File: config.mk
export PLATFORM = sky130hd
export DESIGN_NAME = sci_master
export DESIGN_NICKNAME = d
export VERILOG_FILES = /design/src/sci_pkg.sv /design/src/sci_master.sv
export VERILOG_INCLUDE_DIRS = /design/src
export SDC_FILE = /design/constraint.sdc
export NUM_CORES = 1
export LEC_CHECK = 0
export BUFFER_PORTS_ARGS = -buffer_cell sky130_fd_sc_hd__buf_2
export CAP_MARGIN = 20
export CORE_MARGIN = 3
export CORE_UTILIZATION = 48
export DETAILED_ROUTE_END_ITERATION = 16
export MAX_ROUTING_LAYER = met4
export PLACE_DENSITY_LB_ADDON = 0.05
export SLEW_MARGIN = 0
export SYNTH_ARGS = -nofsm -noshare
export SYNTH_HDL_FRONTEND = slang
export SYNTH_SLANG_ARGS = --single-unit
export TNS_END_PERCENT = 5
File: constraint.sdc
create_clock -name mclk -period 4.47 [get_ports mclk]
set_input_delay 0.447 -clock mclk [delete_from_list [all_inputs] [get_ports mclk]]
set_output_delay 0.447 -clock mclk [all_outputs]
set_load 0.005 [all_outputs]
File: src/sci_defs.svh
// Constants of the serial controller in two-wire master mode.
// Assumes inclusion by bare name from the top module and the test bench.
// Function
// - Mode field: 0 off, 1 UART, 2 SPI, 3 I2C
// - Master only, 100kbps and 400kbps supported
// - No arbitration, sole master on the bus
// - Lines only pulled low, otherwise released
// - Rate is 24MHz over 2(lin+1)2^exp
// - Linear and exponent settings range 0 to 15
// - One segment request at a time only
// - Receive answers ACK or NACK by select bit
// - One-byte transmit and receive buffers, software access
// - Start/stop bits self-clear, set command finished
// - Send clears on completion, sets transmit finished
// - Receive clears, sets receive finished, read byte
// - Flag records slave NACK or ACK
// - Data write pushes, data read pops
// - Events on finish flag rises and NACK
// - Overrun and underrun events raised
// - Events pass only when both masks enabled
`ifndef SCI_DEFS_SVH
`define SCI_DEFS_SVH

// Register indexes; byte address is four times the index
`define SCI_IDX_BYTE_PORT   16'h449E
`define SCI_IDX_FUNC_SEL    16'h44AA
`define SCI_IDX_SEG_CTRL    16'h4490
`define SCI_IDX_ACK_CTRL    16'h4492
`define SCI_IDX_STATUS      16'h4494
`define SCI_IDX_LIN_DIV     16'h4496
`define SCI_IDX_EXP_DIV     16'h4498
`define SCI_IDX_IRQ_MASK    16'h449A

// Segment control bit positions
`define SCI_SEG_START       0
`define SCI_SEG_SEND        1
`define SCI_SEG_RECV        2
`define SCI_SEG_STOP        3

// Status bit positions
`define SCI_ST_CMD_FIN      0
`define SCI_ST_TX_FIN       1
`define SCI_ST_RX_FIN       2
`define SCI_ST_NACK         3

// Event bit positions
`define SCI_EV_CMD_FIN      0
`define SCI_EV_TX_FIN       1
`define SCI_EV_RX_FIN       2
`define SCI_EV_NACK         3
`define SCI_EV_OVERRUN      4
`define SCI_EV_UNDERRUN     5

// Reset values
`define SCI_RST_BYTE        8'h00
`define SCI_RST_DIV         4'h0
`define SCI_RST_MASK        6'h00

// Reference clock and system clock in MHz
`define SCI_REF_MHZ         7'h18
`define SCI_CLK_MHZ         7'h32

`endif

File: src/sci_pkg.sv
// Types of the serial controller in two-wire master mode.
// Assumes the constants header sits in the same folder.
package sci_pkg;
	// Controller function select values
	typedef enum logic [1:0] {
		SCI_FN_OFF  = 2'h0,
		SCI_FN_UART = 2'h1,
		SCI_FN_SPI  = 2'h2,
		SCI_FN_I2C  = 2'h3
	} sci_fn_t;

	// Pin configuration supplied by the pin multiplexer
	typedef enum logic [1:0] {
		SCI_PIN_TWO_WIRE    = 2'h0,
		SCI_PIN_FOUR_MASTER = 2'h1,
		SCI_PIN_FOUR_ASYNC  = 2'h2,
		SCI_PIN_OTHER       = 2'h3
	} sci_pin_mode_t;

	// Segment engine states
	typedef enum logic [1:0] {
		SCI_IDLE  = 2'h0,
		SCI_START = 2'h1,
		SCI_BITS  = 2'h2,
		SCI_STOP  = 2'h3
	} sci_state_t;
endpackage : sci_pkg

File: src/sci_master.sv
// Two-wire bus master segment engine with its Wishbone register file.
// Assumes external pull-ups, a 50 MHz mclk and a same-clock pin mode.
//
// Chosen here: the Wishbone interface to the registers.
`timescale 1ns/1ps
`include "sci_defs.svh"

module sci_master
	import sci_pkg::*;
(
	input  wire logic        mclk,          // System clock
	input  wire logic        rst,           // Synchronous reset
	input  wire logic        wb_cyc_i,      // Bus cycle
	input  wire logic        wb_stb_i,      // Strobe
	input  wire logic        wb_we_i,       // Write enable
	input  wire logic [17:0] wb_adr_i,      // Byte address
	input  wire logic [3:0]  wb_sel_i,      // Byte lanes
	input  wire logic [31:0] wb_dat_i,      // Write data
	output logic      [31:0] wb_dat_o,      // Read data
	output logic             wb_ack_o,      // Acknowledge
	input  wire logic [1:0]  pin_mode,      // Pin configuration
	input  wire logic        global_irq_en, // Global event mask
	output logic      [5:0]  irq_event,     // Masked event pulses
	input  wire logic        scl_i,         // Clock line level
	output logic             scl_o,         // Clock drive value
	output logic             scl_oe,        // Clock pulled low
	input  wire logic        sda_i,         // Data line level
	output logic             sda_o,         // Data drive value
	output logic             sda_oe         // Data pulled low
);

	sci_fn_t     func_sel;      // Controller function
	logic [3:0]  seg_req;       // Pending segment request
	logic        ack_select;    // Answer ACK on receive
	logic [3:0]  status;        // Finish and NACK flags
	logic [3:0]  lin_div;       // Linear divider
	logic [3:0]  exp_div;       // Exponent divider
	logic [5:0]  irq_mask;      // Controller event mask
	logic [7:0]  tx_byte;       // Transmit buffer
	logic        tx_valid;      // Transmit buffer full
	logic [7:0]  rx_byte;       // Receive buffer
	logic        rx_valid;      // Receive buffer full
	logic [1:0]  sync_a;        // First synchroniser stage
	logic [1:0]  sync_b;        // Second stage
	logic [1:0]  sync_c;        // Third stage
	logic [1:0]  line;          // Filtered {scl, sda}
	logic [6:0]  ref_acc;       // Reference rate accumulator
	logic        ref_tick;      // One 24 MHz reference tick
	logic [19:0] half_cnt;      // Half-period counter
	logic [19:0] half_len;      // Half period in ref ticks
	logic        scl_wait;      // Slave holds clock low
	logic        half_done;     // End of a half period
	sci_state_t  state;         // Engine state
	logic [1:0]  phase;         // Step within a segment
	logic [3:0]  bitn;          // Bit number 0..8
	logic [7:0]  shifter;       // Byte shifter
	logic        is_send;       // Bit segment transmits
	logic [5:0]  event_raw;     // Unmasked event pulses
	logic        enabled;       // Mode selects the bus master
	logic        bus_hit;       // Request at a register edge
	logic        wr_en;         // Write takes effect
	logic        rd_en;         // Read takes effect
	logic [15:0] reg_idx;       // Register index
	logic [15:0] wdata;         // Write data of lane 0 and 1
	logic        accept;        // Engine takes a request
	logic        legal_req;     // Written request is legal
	logic        sample;        // Data line at clock high
	logic [3:0]  bit_next;      // Next bit number
	logic [15:0] rd_mux;        // Selected read value

	assign enabled  = (func_sel == SCI_FN_I2C);
	assign bus_hit  = wb_cyc_i & wb_stb_i & wb_ack_o;
	assign wr_en    = bus_hit & wb_we_i;
	assign rd_en    = bus_hit & ~wb_we_i;
	assign reg_idx  = wb_adr_i[17:2];
	assign wdata    = wb_dat_i[15:0];
	assign sample   = line[0];
	assign bit_next = bitn + 4'h1;

	// Single request, two-wire pins only, engine free
	assign legal_req = enabled & (pin_mode == SCI_PIN_TWO_WIRE)
		& (state == SCI_IDLE) & (seg_req == 4'h0)
		& ((wdata[3:0] == 4'h1) | (wdata[3:0] == 4'h2)
		| (wdata[3:0] == 4'h4) | (wdata[3:0] == 4'h8));
	assign accept = enabled & (state == SCI_IDLE) & (seg_req != 4'h0);

	// Wishbone acknowledge, one cycle, registered read data
	always_ff @(posedge mclk)
	begin
		if (rst)
		begin
			wb_ack_o <= 1'b0;
			wb_dat_o <= 32'h0000_0000;
		end
		else
		begin
			wb_ack_o <= wb_cyc_i & wb_stb_i & ~wb_ack_o;
			wb_dat_o <= {16'h0000, rd_mux};
		end
	end

	// Read multiplexer; unmapped indexes read zero
	always_comb
	begin
		rd_mux = 16'h0000;
		case (reg_idx)
			`SCI_IDX_BYTE_PORT: rd_mux = {8'h00, rx_byte};
			`SCI_IDX_FUNC_SEL:  rd_mux = {14'h0000, func_sel};
			`SCI_IDX_SEG_CTRL:  rd_mux = {12'h000, seg_req};
			`SCI_IDX_ACK_CTRL:  rd_mux = {15'h0000, ack_select};
			`SCI_IDX_STATUS:    rd_mux = {12'h000, status};
			`SCI_IDX_LIN_DIV:   rd_mux = {12'h000, lin_div};
			`SCI_IDX_EXP_DIV:   rd_mux = {12'h000, exp_div};
			`SCI_IDX_IRQ_MASK:  rd_mux = {10'h000, irq_mask};
			default:            rd_mux = 16'h0000;
		endcase
	end

	// Configuration registers written from the bus
	always_ff @(posedge mclk)
	begin
		if (rst)
		begin
			func_sel   <= SCI_FN_OFF;
			ack_select <= 1'b0;
			lin_div    <= `SCI_RST_DIV;
			exp_div    <= `SCI_RST_DIV;
			irq_mask   <= `SCI_RST_MASK;
		end
		else if (wr_en & wb_sel_i[0])
		begin
			case (reg_idx)
				`SCI_IDX_FUNC_SEL:  func_sel   <= sci_fn_t'(wdata[1:0]);
				`SCI_IDX_ACK_CTRL:  ack_select <= wdata[0];
				`SCI_IDX_LIN_DIV:   lin_div    <= wdata[3:0];
				`SCI_IDX_EXP_DIV:   exp_div    <= wdata[3:0];
				`SCI_IDX_IRQ_MASK:  irq_mask   <= wdata[5:0];
				default:            ;
			endcase
		end
	end

	// Segment request bits, cleared by the engine on completion
	always_ff @(posedge mclk)
	begin
		if (rst | ~enabled)
			seg_req <= 4'h0;
		else if (state != SCI_IDLE && half_done
			&& ((state == SCI_START && phase == 2'h3)
			|| (state == SCI_STOP && phase == 2'h2)
			|| (state == SCI_BITS && phase == 2'h1
			&& bitn == 4'h8)))
			seg_req <= 4'h0;
		else if (wr_en & wb_sel_i[0]
			& (reg_idx == `SCI_IDX_SEG_CTRL) & legal_req)
			seg_req <= wdata[3:0];
	end

	// One-byte transmit buffer
	always_ff @(posedge mclk)
	begin
		if (rst | ~enabled)
		begin
			tx_byte  <= `SCI_RST_BYTE;
			tx_valid <= 1'b0;
		end
		else if (wr_en & wb_sel_i[0] & (reg_idx == `SCI_IDX_BYTE_PORT))
		begin
			tx_byte  <= wdata[7:0];
			tx_valid <= 1'b1;
		end
		else if (accept & seg_req[`SCI_SEG_SEND])
			tx_valid <= 1'b0;                              // Byte consumed
	end

	// One-byte receive buffer; a full buffer keeps its old byte
	always_ff @(posedge mclk)
	begin
		if (rst | ~enabled)
		begin
			rx_byte  <= `SCI_RST_BYTE;
			rx_valid <= 1'b0;
		end
		else if (state == SCI_BITS && ~is_send && half_done
			&& phase == 2'h1 && bitn == 4'h7 && ~rx_valid)
		begin
			rx_byte  <= {shifter[6:0], sample};
			rx_valid <= 1'b1;
		end
		else if (rd_en & (reg_idx == `SCI_IDX_BYTE_PORT))
			rx_valid <= 1'b0;
	end

	// Three-stage line input, accepted when stages two and three agree
	always_ff @(posedge mclk)
	begin
		if (rst)
		begin
			sync_a <= 2'h3;
			sync_b <= 2'h3;
			sync_c <= 2'h3;
			line   <= 2'h3;
		end
		else
		begin
			sync_a <= {scl_i, sda_i};
			sync_b <= sync_a;
			sync_c <= sync_b;
			for (int i = 0; i < 2; i++)
				if (sync_b[i] == sync_c[i])
					line[i] <= sync_c[i];
		end
	end

	// Reference tick at 24 MHz out of 50 MHz by a rate accumulator
	always_ff @(posedge mclk)
	begin
		if (rst)
		begin
			ref_acc  <= 7'h00;
			ref_tick <= 1'b0;
		end
		else if (ref_acc + `SCI_REF_MHZ >= `SCI_CLK_MHZ)
		begin
			ref_acc  <= ref_acc + `SCI_REF_MHZ - `SCI_CLK_MHZ;
			ref_tick <= 1'b1;
		end
		else
		begin
			ref_acc  <= ref_acc + `SCI_REF_MHZ;
			ref_tick <= 1'b0;
		end
	end

	// Half period is (lin+1)*2^exp reference ticks, same for low and high
	assign half_len  = 20'({16'h0000, lin_div} + 20'h1) << exp_div;
	assign scl_wait  = ~scl_oe & ~line[1];                 // Stretching
	assign half_done = (state != SCI_IDLE) & ref_tick & ~scl_wait
		& (half_cnt == half_len - 20'h1);

	// Half-period counter, restarted with each segment
	always_ff @(posedge mclk)
	begin
		if (rst | accept | (state == SCI_IDLE))
			half_cnt <= 20'h00000;
		else if (ref_tick & ~scl_wait)
			half_cnt <= half_done ? 20'h00000 : half_cnt + 20'h1;
	end

	// Segment engine; no arbitration, drives as sole master
	always_ff @(posedge mclk)
	begin
		if (rst | ~enabled)
		begin
			state   <= SCI_IDLE;
			phase   <= 2'h0;
			bitn    <= 4'h0;
			shifter <= 8'h00;
			is_send <= 1'b0;
			scl_oe  <= 1'b0;
			sda_oe  <= 1'b0;
		end
		else
		begin
			case (state)
				SCI_IDLE:
				begin
					phase <= 2'h0;
					bitn  <= 4'h0;
					if (accept & seg_req[`SCI_SEG_START])
					begin
						state  <= SCI_START;
						scl_oe <= 1'b1;
						sda_oe <= 1'b0;
					end
					else if (accept & seg_req[`SCI_SEG_SEND])
					begin
						state   <= SCI_BITS;
						is_send <= 1'b1;
						shifter <= tx_byte;
						scl_oe  <= 1'b1;
						sda_oe  <= ~tx_byte[7];
					end
					else if (accept & seg_req[`SCI_SEG_RECV])
					begin
						state   <= SCI_BITS;
						is_send <= 1'b0;
						scl_oe  <= 1'b1;
						sda_oe  <= 1'b0;
					end
					else if (accept & seg_req[`SCI_SEG_STOP])
					begin
						state  <= SCI_STOP;
						scl_oe <= 1'b1;
						sda_oe <= 1'b1;
					end
				end
				SCI_START:
				if (half_done)
				begin
					// Release clock, drop data at clock high, then clock low
					phase <= phase + 2'h1;
					case (phase)
						2'h0:    scl_oe <= 1'b0;
						2'h1:    sda_oe <= 1'b1;
						2'h2:    scl_oe <= 1'b1;
						default: state  <= SCI_IDLE;
					endcase
				end
				SCI_BITS:
				if (half_done)
				begin
					if (phase == 2'h0)
					begin
						phase  <= 2'h1;
						scl_oe <= 1'b0;                    // High half
					end
					else
					begin
						phase   <= 2'h0;
						scl_oe  <= 1'b1;
						bitn    <= bit_next;
						shifter <= {shifter[6:0], sample};
						if (bitn == 4'h8)
						begin
							state  <= SCI_IDLE;
							sda_oe <= 1'b0;
						end
						else if (bit_next == 4'h8)
							sda_oe <= ~is_send & ack_select;
						else
							sda_oe <= is_send & ~shifter[6];
					end
				end
				SCI_STOP:
				if (half_done)
				begin
					// Release clock, then release data at clock high
					phase <= phase + 2'h1;
					case (phase)
						2'h0:    scl_oe <= 1'b0;
						2'h1:    sda_oe <= 1'b0;
						default: state  <= SCI_IDLE;
					endcase
				end
				default: state <= SCI_IDLE;
			endcase
		end
	end

	// Drive values are always low; lines are open drain
	always_ff @(posedge mclk)
	begin
		scl_o <= 1'b0;
		sda_o <= 1'b0;
	end

	// Raw event pulses of this cycle
	always_comb
	begin
		event_raw = 6'h00;
		if (half_done && state == SCI_START && phase == 2'h3)
			event_raw[`SCI_EV_CMD_FIN] = ~status[`SCI_ST_CMD_FIN];
		if (half_done && state == SCI_STOP && phase == 2'h2)
			event_raw[`SCI_EV_CMD_FIN] = ~status[`SCI_ST_CMD_FIN];
		if (half_done && state == SCI_BITS && phase == 2'h1
			&& bitn == 4'h8)
		begin
			event_raw[`SCI_EV_TX_FIN] = is_send & ~status[`SCI_ST_TX_FIN];
			event_raw[`SCI_EV_RX_FIN] = ~is_send & ~status[`SCI_ST_RX_FIN];
			event_raw[`SCI_EV_NACK]   = is_send & sample;
		end
		if (state == SCI_BITS && ~is_send && half_done
			&& phase == 2'h1 && bitn == 4'h7 && rx_valid)
			event_raw[`SCI_EV_OVERRUN] = 1'b1;
		if (accept & seg_req[`SCI_SEG_SEND] & ~tx_valid)
			event_raw[`SCI_EV_UNDERRUN] = 1'b1;
	end

	// Finish flags: cleared when a segment starts, set on completion; NACK flag set or cleared by each send
	always_ff @(posedge mclk)
	begin
		if (rst | ~enabled)
			status <= 4'h0;
		else if (accept)
			status[2:0] <= 3'h0;
		else
		begin
			if (event_raw[`SCI_EV_CMD_FIN])
				status[`SCI_ST_CMD_FIN] <= 1'b1;
			if (event_raw[`SCI_EV_TX_FIN])
				status[`SCI_ST_TX_FIN] <= 1'b1;
			if (event_raw[`SCI_EV_RX_FIN])
				status[`SCI_ST_RX_FIN] <= 1'b1;
			if (half_done && state == SCI_BITS && phase == 2'h1
				&& bitn == 4'h8 && is_send)
				status[`SCI_ST_NACK] <= sample;
		end
	end

	// Events leave only through both masks
	always_ff @(posedge mclk)
	begin
		if (rst)
			irq_event <= 6'h00;
		else
			irq_event <= event_raw & irq_mask & {6{global_irq_en}};
	end

endmodule : sci_master

==> impl_metrics.toml, run 1 <==
[worst_setup_path]
crit_type = "register to register"
crit_path_cell_trace = "ha_4 > xor2_1 > o211a_4 > nor4_4 > o21ai_1 > buf_4 > o31a_1 > or4b_2 > nand3_1 > o211ai_1 > a2111o_1 > or3_1 > or4_1 > a31oi_1"
path_max_fanout = 5
r2r_slack_ps = 110
max_stage_delay_ps = 620
worst_setup_path_start_kind = "register"
cp.arrival_ps = 4630
cp_slowest_cell = "or4b_2"
cp_num_buf_inv = 1
cp_top_family = "simple AND/OR/NAND/NOR gates"
worst_ep_required_time_ps = 4740
endpoint_kind = "register"

[logic_synthesis]
synth_common_cells = "dfxtp_1, nor2_1, nand2_1, mux2i_1, a21oi_1"
async_flop_share_pct = 0
ys_seq_area_share_pct = 32.09
syn_area_per_cell_um2 = 7.797
synth-compound-area-share_pct = 15.68
synth_edf_count = 0
synth.most_common_cell = "dfxtp_1"
synth_xor_area_share_pct = 6.379
yosysWarningCount = 0
synth_top_family_by_area = "simple AND/OR/NAND/NOR gates"
synthTopCellsByArea = "dfxtp_1, mux2i_1, nor2_1"
synth_mux_area_share_pct = 7.300
ys_types = 77
synth-seq-cells = 111
yosysTopAreaCell = "dfxtp_1"
synth_ff_type = "dfxtp_1"
synthesis.area_um2 = 6924
synth_adder_area_share_pct = 2.711
synthSimpleGateAreaFrac_pct = 28.44
yosysTopAreaCellShare_pct = 32.09
synthCells = 888

[global_routing]
grt_pass1_wl_um = 31770
grt.total_usage_pct = 25.12
grt-ovfl-total = 0
antenna_found_initial = 0
grt_max_degree = 41
grt_pass1_vias = 6246

[layout]
area.growth.synth_to_final_pct = 15.63
drive_above_1_share_pct = 18.35
diodes = 0
final_nets = 1034
postLayoutCellArea_um2 = 8006
layout.cells.non_filler = 1139
fillCellCount = 1341

[timing]
clock_skew_ps = 6.534
period_needed_ps = 4360
setup_slack_ps = 109.9
hold_viol = 0
worstMarginPinSlew_ps = 837.3
timing.fmax_mhz = 229.4
setup_viol = 0
slew_violations = 0
holdWs_ps = 275.1
slew_headroom_pct = 44.06
period_share_pct = 97.54

[drt]
ant_nets = 0
vias_per_cell = 5.756
route.detailed.drc = 0
drt_iter0_drc = 478
drt_wl_total_um = 19540
routedWlPerCell_um = 17.16
vias = 6556
drt-pass1-iter-count = 6

[clocking]
clock_path_buffers = 2
clk_pin_slew_ps = 70
cts_made_buffers = 9
cts_root_buf = "clkbuf_16"
clock_latency_ps = 350
h-tree-depth = 3
cts_tree = "built"
cts_num_sinks = 111

[die]
die_x_um = 126.1
initial_core_util_pct = 49.50
core-area_um2 = 13990
die_h_um = 126.1
rows = 43
die-area_um2 = 15900
pin_count = 107

[placed_design]
io_buffers = 51
placed_area_um2 = 7453
dp_cells = 1117
post-place-ws_ps = -7.824
place_hpwl_um = 14710
place.gp.congestion = 0.9434

[hold_path]
hold_path_class = "input port to register"

[run_status]
outcome = "completed"

[job]
cap_violations = 0

[power_and_ir_drop]
power_density_nw_per_um2 = 272.9
leakage_nw = 3.038
ir_worst_vdd_mv = 0.2998
power_mw = 2.185
-- where the power goes --
part	total (mW)	internal, mW	switching [mW]
Sequential	1.04	1.02	0.0209
Combinational	0.371	0.162	0.209
Clock	0.775	0.396	0.379
Total	2.19	1.58	0.609
-- worst paths after layout --
| kind | from | end | depth (start not counted) |
|---|---|---|---|
| worst max-delay path | lin_div[0]$_SDFFE_PP0P_ | bitn[3]$_SDFFE_PP0P_ | 14 |
| worst min-delay path | sda_i | sync_a[0]$_SDFF_PP1_ | 2 |
| worst max register to register | lin_div[0]$_SDFFE_PP0P_ | bitn[3]$_SDFFE_PP0P_ | 14 |
| worst min register to register | sync_a[0]$_SDFF_PP1_ | sync_b[0]$_SDFF_PP1_ | 1 |
-- logic make-up (layout without fill, tap and decap cells) --
logic type	Yosys count	in the layout
compound gates	163	163
xor+xnor	48	48
fa+ha+maj	15	15
buf+inv	103	149
flops	111	111
mux	50	50
other cells	1	26
simple gates	397	397
-- sequential cells by signal (all words and copies together) (netlist names), 6 cells and up --
| name | count |
|---|---|
| irq_mask | 6 |
| wb_dat_o | 8 |
| shifter | 7 |
| tx_byte | 8 |
| half_cnt | 20 |
| irq_event | 6 |
| rx_byte | 8 |
| ref_acc | 6 |
-- timing repair --
| item | 4_1_cts | 5_1_grt |
|---|---|---|
| hold buffers | 0 | 0 |
| endpoints found under the setup margin | 2 | 56 |
| gates resized for setup | 10 | 36 |
| setup buffers | 2 | 5 |
| pin swaps | 1 | 6 |
-- per-stage QoR --
stage / setup TNS, ps / utilization [%]
floorplan: 0 / -
global placement: 0 / 53.28
detailed placement: -7.824 / 53.28
CTS: 0 / 55.75
global route: -47.01 / 57.24
finish: 0 / 57.24
-- routing by layer --
layer / global-route usage [%] / vias up / wire [µm]
met1: 31.05 / 3137 / 8641
met5: - / - / 0
li1: - / 3237 / -
met3: 3.902 / 27 / 776
met2: 42.44 / 155 / 9771
met4: 7.571 / 0 / 352
-- layout by cell type, fill, tap and decap left out, drive strengths merged, types with 4 or more instances in the layout --
cell / synthesis / routed
o21a: 6 / 6
or2: 15 / 15
o31ai: 5 / 5
a31oi: 10 / 10
and2: 8 / 8
xor2: 24 / 24
nand2b: 11 / 11
buf: 42 / 102
nor3: 28 / 28
and3: 17 / 17
nor4b: 4 / 4
nand2: 100 / 100
nor4: 13 / 13
a21oi: 39 / 39
nor2b: 9 / 9
xnor2: 23 / 23
or4: 7 / 7
inv: 31 / 33
or3: 10 / 10
nand3: 35 / 35
clkbuf: 29 / 10
a2111oi: 4 / 4
conb: 1 / 26
ha: 15 / 15
o211ai: 12 / 12
dfxtp: 111 / 111
nor2: 106 / 106
o21ai: 37 / 37
o22ai: 5 / 5
mux2i: 46 / 46
a32oi: 4 / 4
mux2: 4 / 4
a32o: 4 / 4
nand4: 15 / 15
a211oi: 8 / 8
a22oi: 6 / 6
-- area by class of cell --
class	count	area [µm²]	share of cell area (%)
clock buffers	10	239.0	2.985
clock inverters	5	41.29	0.5157
inverters	32	120.1	1.500
multi-input cells	699	4493	56.12
flip-flops and latches	111	2230	27.85
well taps	180	225.2	2.813
repair buffers	102	658.1	8.220
No activity file was read; power rests on OpenSTA's default activity.
==> run 2, diff against run 1 <==
Settings changed: MAX_ROUTING_LAYER met4 to default, TNS_END_PERCENT 5 to 1.
==> impl_metrics.toml, run 2 (synthesized netlist as in run 1, its figures left out) <==
[timing]
setup_slack_ps = 157.5
setup_tns_ps = 0
setup_viol = 0
holdWs_ps = 262.4
slew_violations = 0
slew_headroom_pct = 42.66
timing.fmax_mhz = 231.9
period_needed_ps = 4312
clock_skew_ps = 10.07
worstMarginPinSlew_ps = 858.4
hold_viol = 0
period_share_pct = 96.48

[power_and_ir_drop]
power_density_nw_per_um2 = 278.3
power_mw = 2.215
ir_worst_vdd_mv = 0.3123
leakage_nw = 3.013

[die]
rows = 43
die_x_um = 126.1
die-area_um2 = 15900
die_h_um = 126.1
core-area_um2 = 13990
initial_core_util_pct = 49.50
pin_count = 107

[layout]
fillCellCount = 1348
postLayoutCellArea_um2 = 7960
area.growth.synth_to_final_pct = 14.96
regArea_um2 = 2227
multi_input_area_um2 = 4481
fin_util_pct = 56.91
max_flop_register = "half_cnt"
drive_above_1_share_pct = 17.61
diodes = 0
largest_reg_flops = 20
layout_common_cells = "dfxtp_1, nor2_1, nand2_1"
layout.cells.non_filler = 1134
layout_commonest_cell = "dfxtp_1"
final_nets = 1028

[global_routing]
grt-ovfl-total = 0
grt_pass1_wl_um = 31180
grt.total_usage_pct = 23.89
grt_pass1_vias = 6282
antenna_found_initial = 0
grt_max_degree = 41

[worst_setup_path]
crit_path_cell_trace = "buf_6 > nand3_1 > xnor2_1 > a221oi_2 > o21ai_2 > or3_1 > or4_1 > a211o_1 > a21o_1 > a2111o_1 > or3_1 > buf_4 > or3_1 > a31oi_1"
path_max_fanout = 13
cp.arrival_ps = 4590
crit_top_cell = "or3_1"
cp_num_buf_inv = 2
crit_type = "register to register"
cp_top_family = "simple AND/OR/NAND/NOR gates"
worst_ep_required_time_ps = 4750
r2r-start = "lin_div[0]$_SDFFE_PP0P_"
startpoint = "lin_div[0]$_SDFFE_PP0P_"
endpoint_kind = "register"
worst_setup_path_start_kind = "register"
cp_slowest_cell = "or4_1"
max_stage_delay_ps = 500

[placed_design]
placed_area_um2 = 7431
place_hpwl_um = 14380
dp_cells = 1114
io_buffers = 51
post-place-ws_ps = 15.91
place.gp.congestion = 0.9053

[drt]
routedWlPerCell_um = 16.94
vias = 6485
drt-pass1-iter-count = 5
route.detailed.drc = 0
vias_per_cell = 5.719
drt_iter0_drc = 531
drt_wl_total_um = 19210
ant_nets = 0

[clocking]
clock_latency_ps = 360
clock_path_buffers = 2
cts_tree = "built"
cts_made_buffers = 9
h-tree-depth = 3
cts_num_sinks = 111
cts_root_buf = "clkbuf_16"
clk_pin_slew_ps = 80

[hold_path]
hold_path_class = "input port to register"
min-delay-start = "sda_i"

[job]
cap_violations = 0

[run_status]
outcome = "completed"
-- run 2: layout make-up --
class | count | share of cell area, %
Timing Repair Buffer | 96 | 7.655
Clock inverter | 6 | 0.7388
Multi-Input combinational cell | 699 | 56.29
Sequential cell | 111 | 27.98
Clock buffer | 10 | 3.002
Inverter | 32 | 1.509
Tap cell | 180 | 2.829
-- run 2: power by group --
part	switching (mW)	internal, mW	total [mW]
registers	0.0216	1.02	1.04
logic	0.209	0.161	0.370
clock network	0.397	0.408	0.805
total	0.628	1.59	2.22
-- run 2: what timing repair did --
item,4_1_cts,5_1_grt
hold buffers,0,0
gates resized for setup,2,38
endpoints found under the setup margin,2,45
pin swaps,0,7
buffers inserted,0,4
-- run 2: path summary, 6_finish.rpt --
kind                               end  slack [ps]  cells after the start
setup reg to reg  bitn[0]$_SDFFE_PP0P_         160                     14
hold reg to reg   sync_b[0]$_SDFF_PP1_         420                      1
hold / removal    sync_a[0]$_SDFF_PP1_         260                      2
setup / recovery  bitn[0]$_SDFFE_PP0P_         160                     14
-- run 2: routing by layer --
metal / routed length [µm] / GRT usage (%)
met5: 0 / 0
met4: 494 / 8.013
met3: 801 / 4.198
met2: 9608 / 41.88
met1: 8305 / 29.63
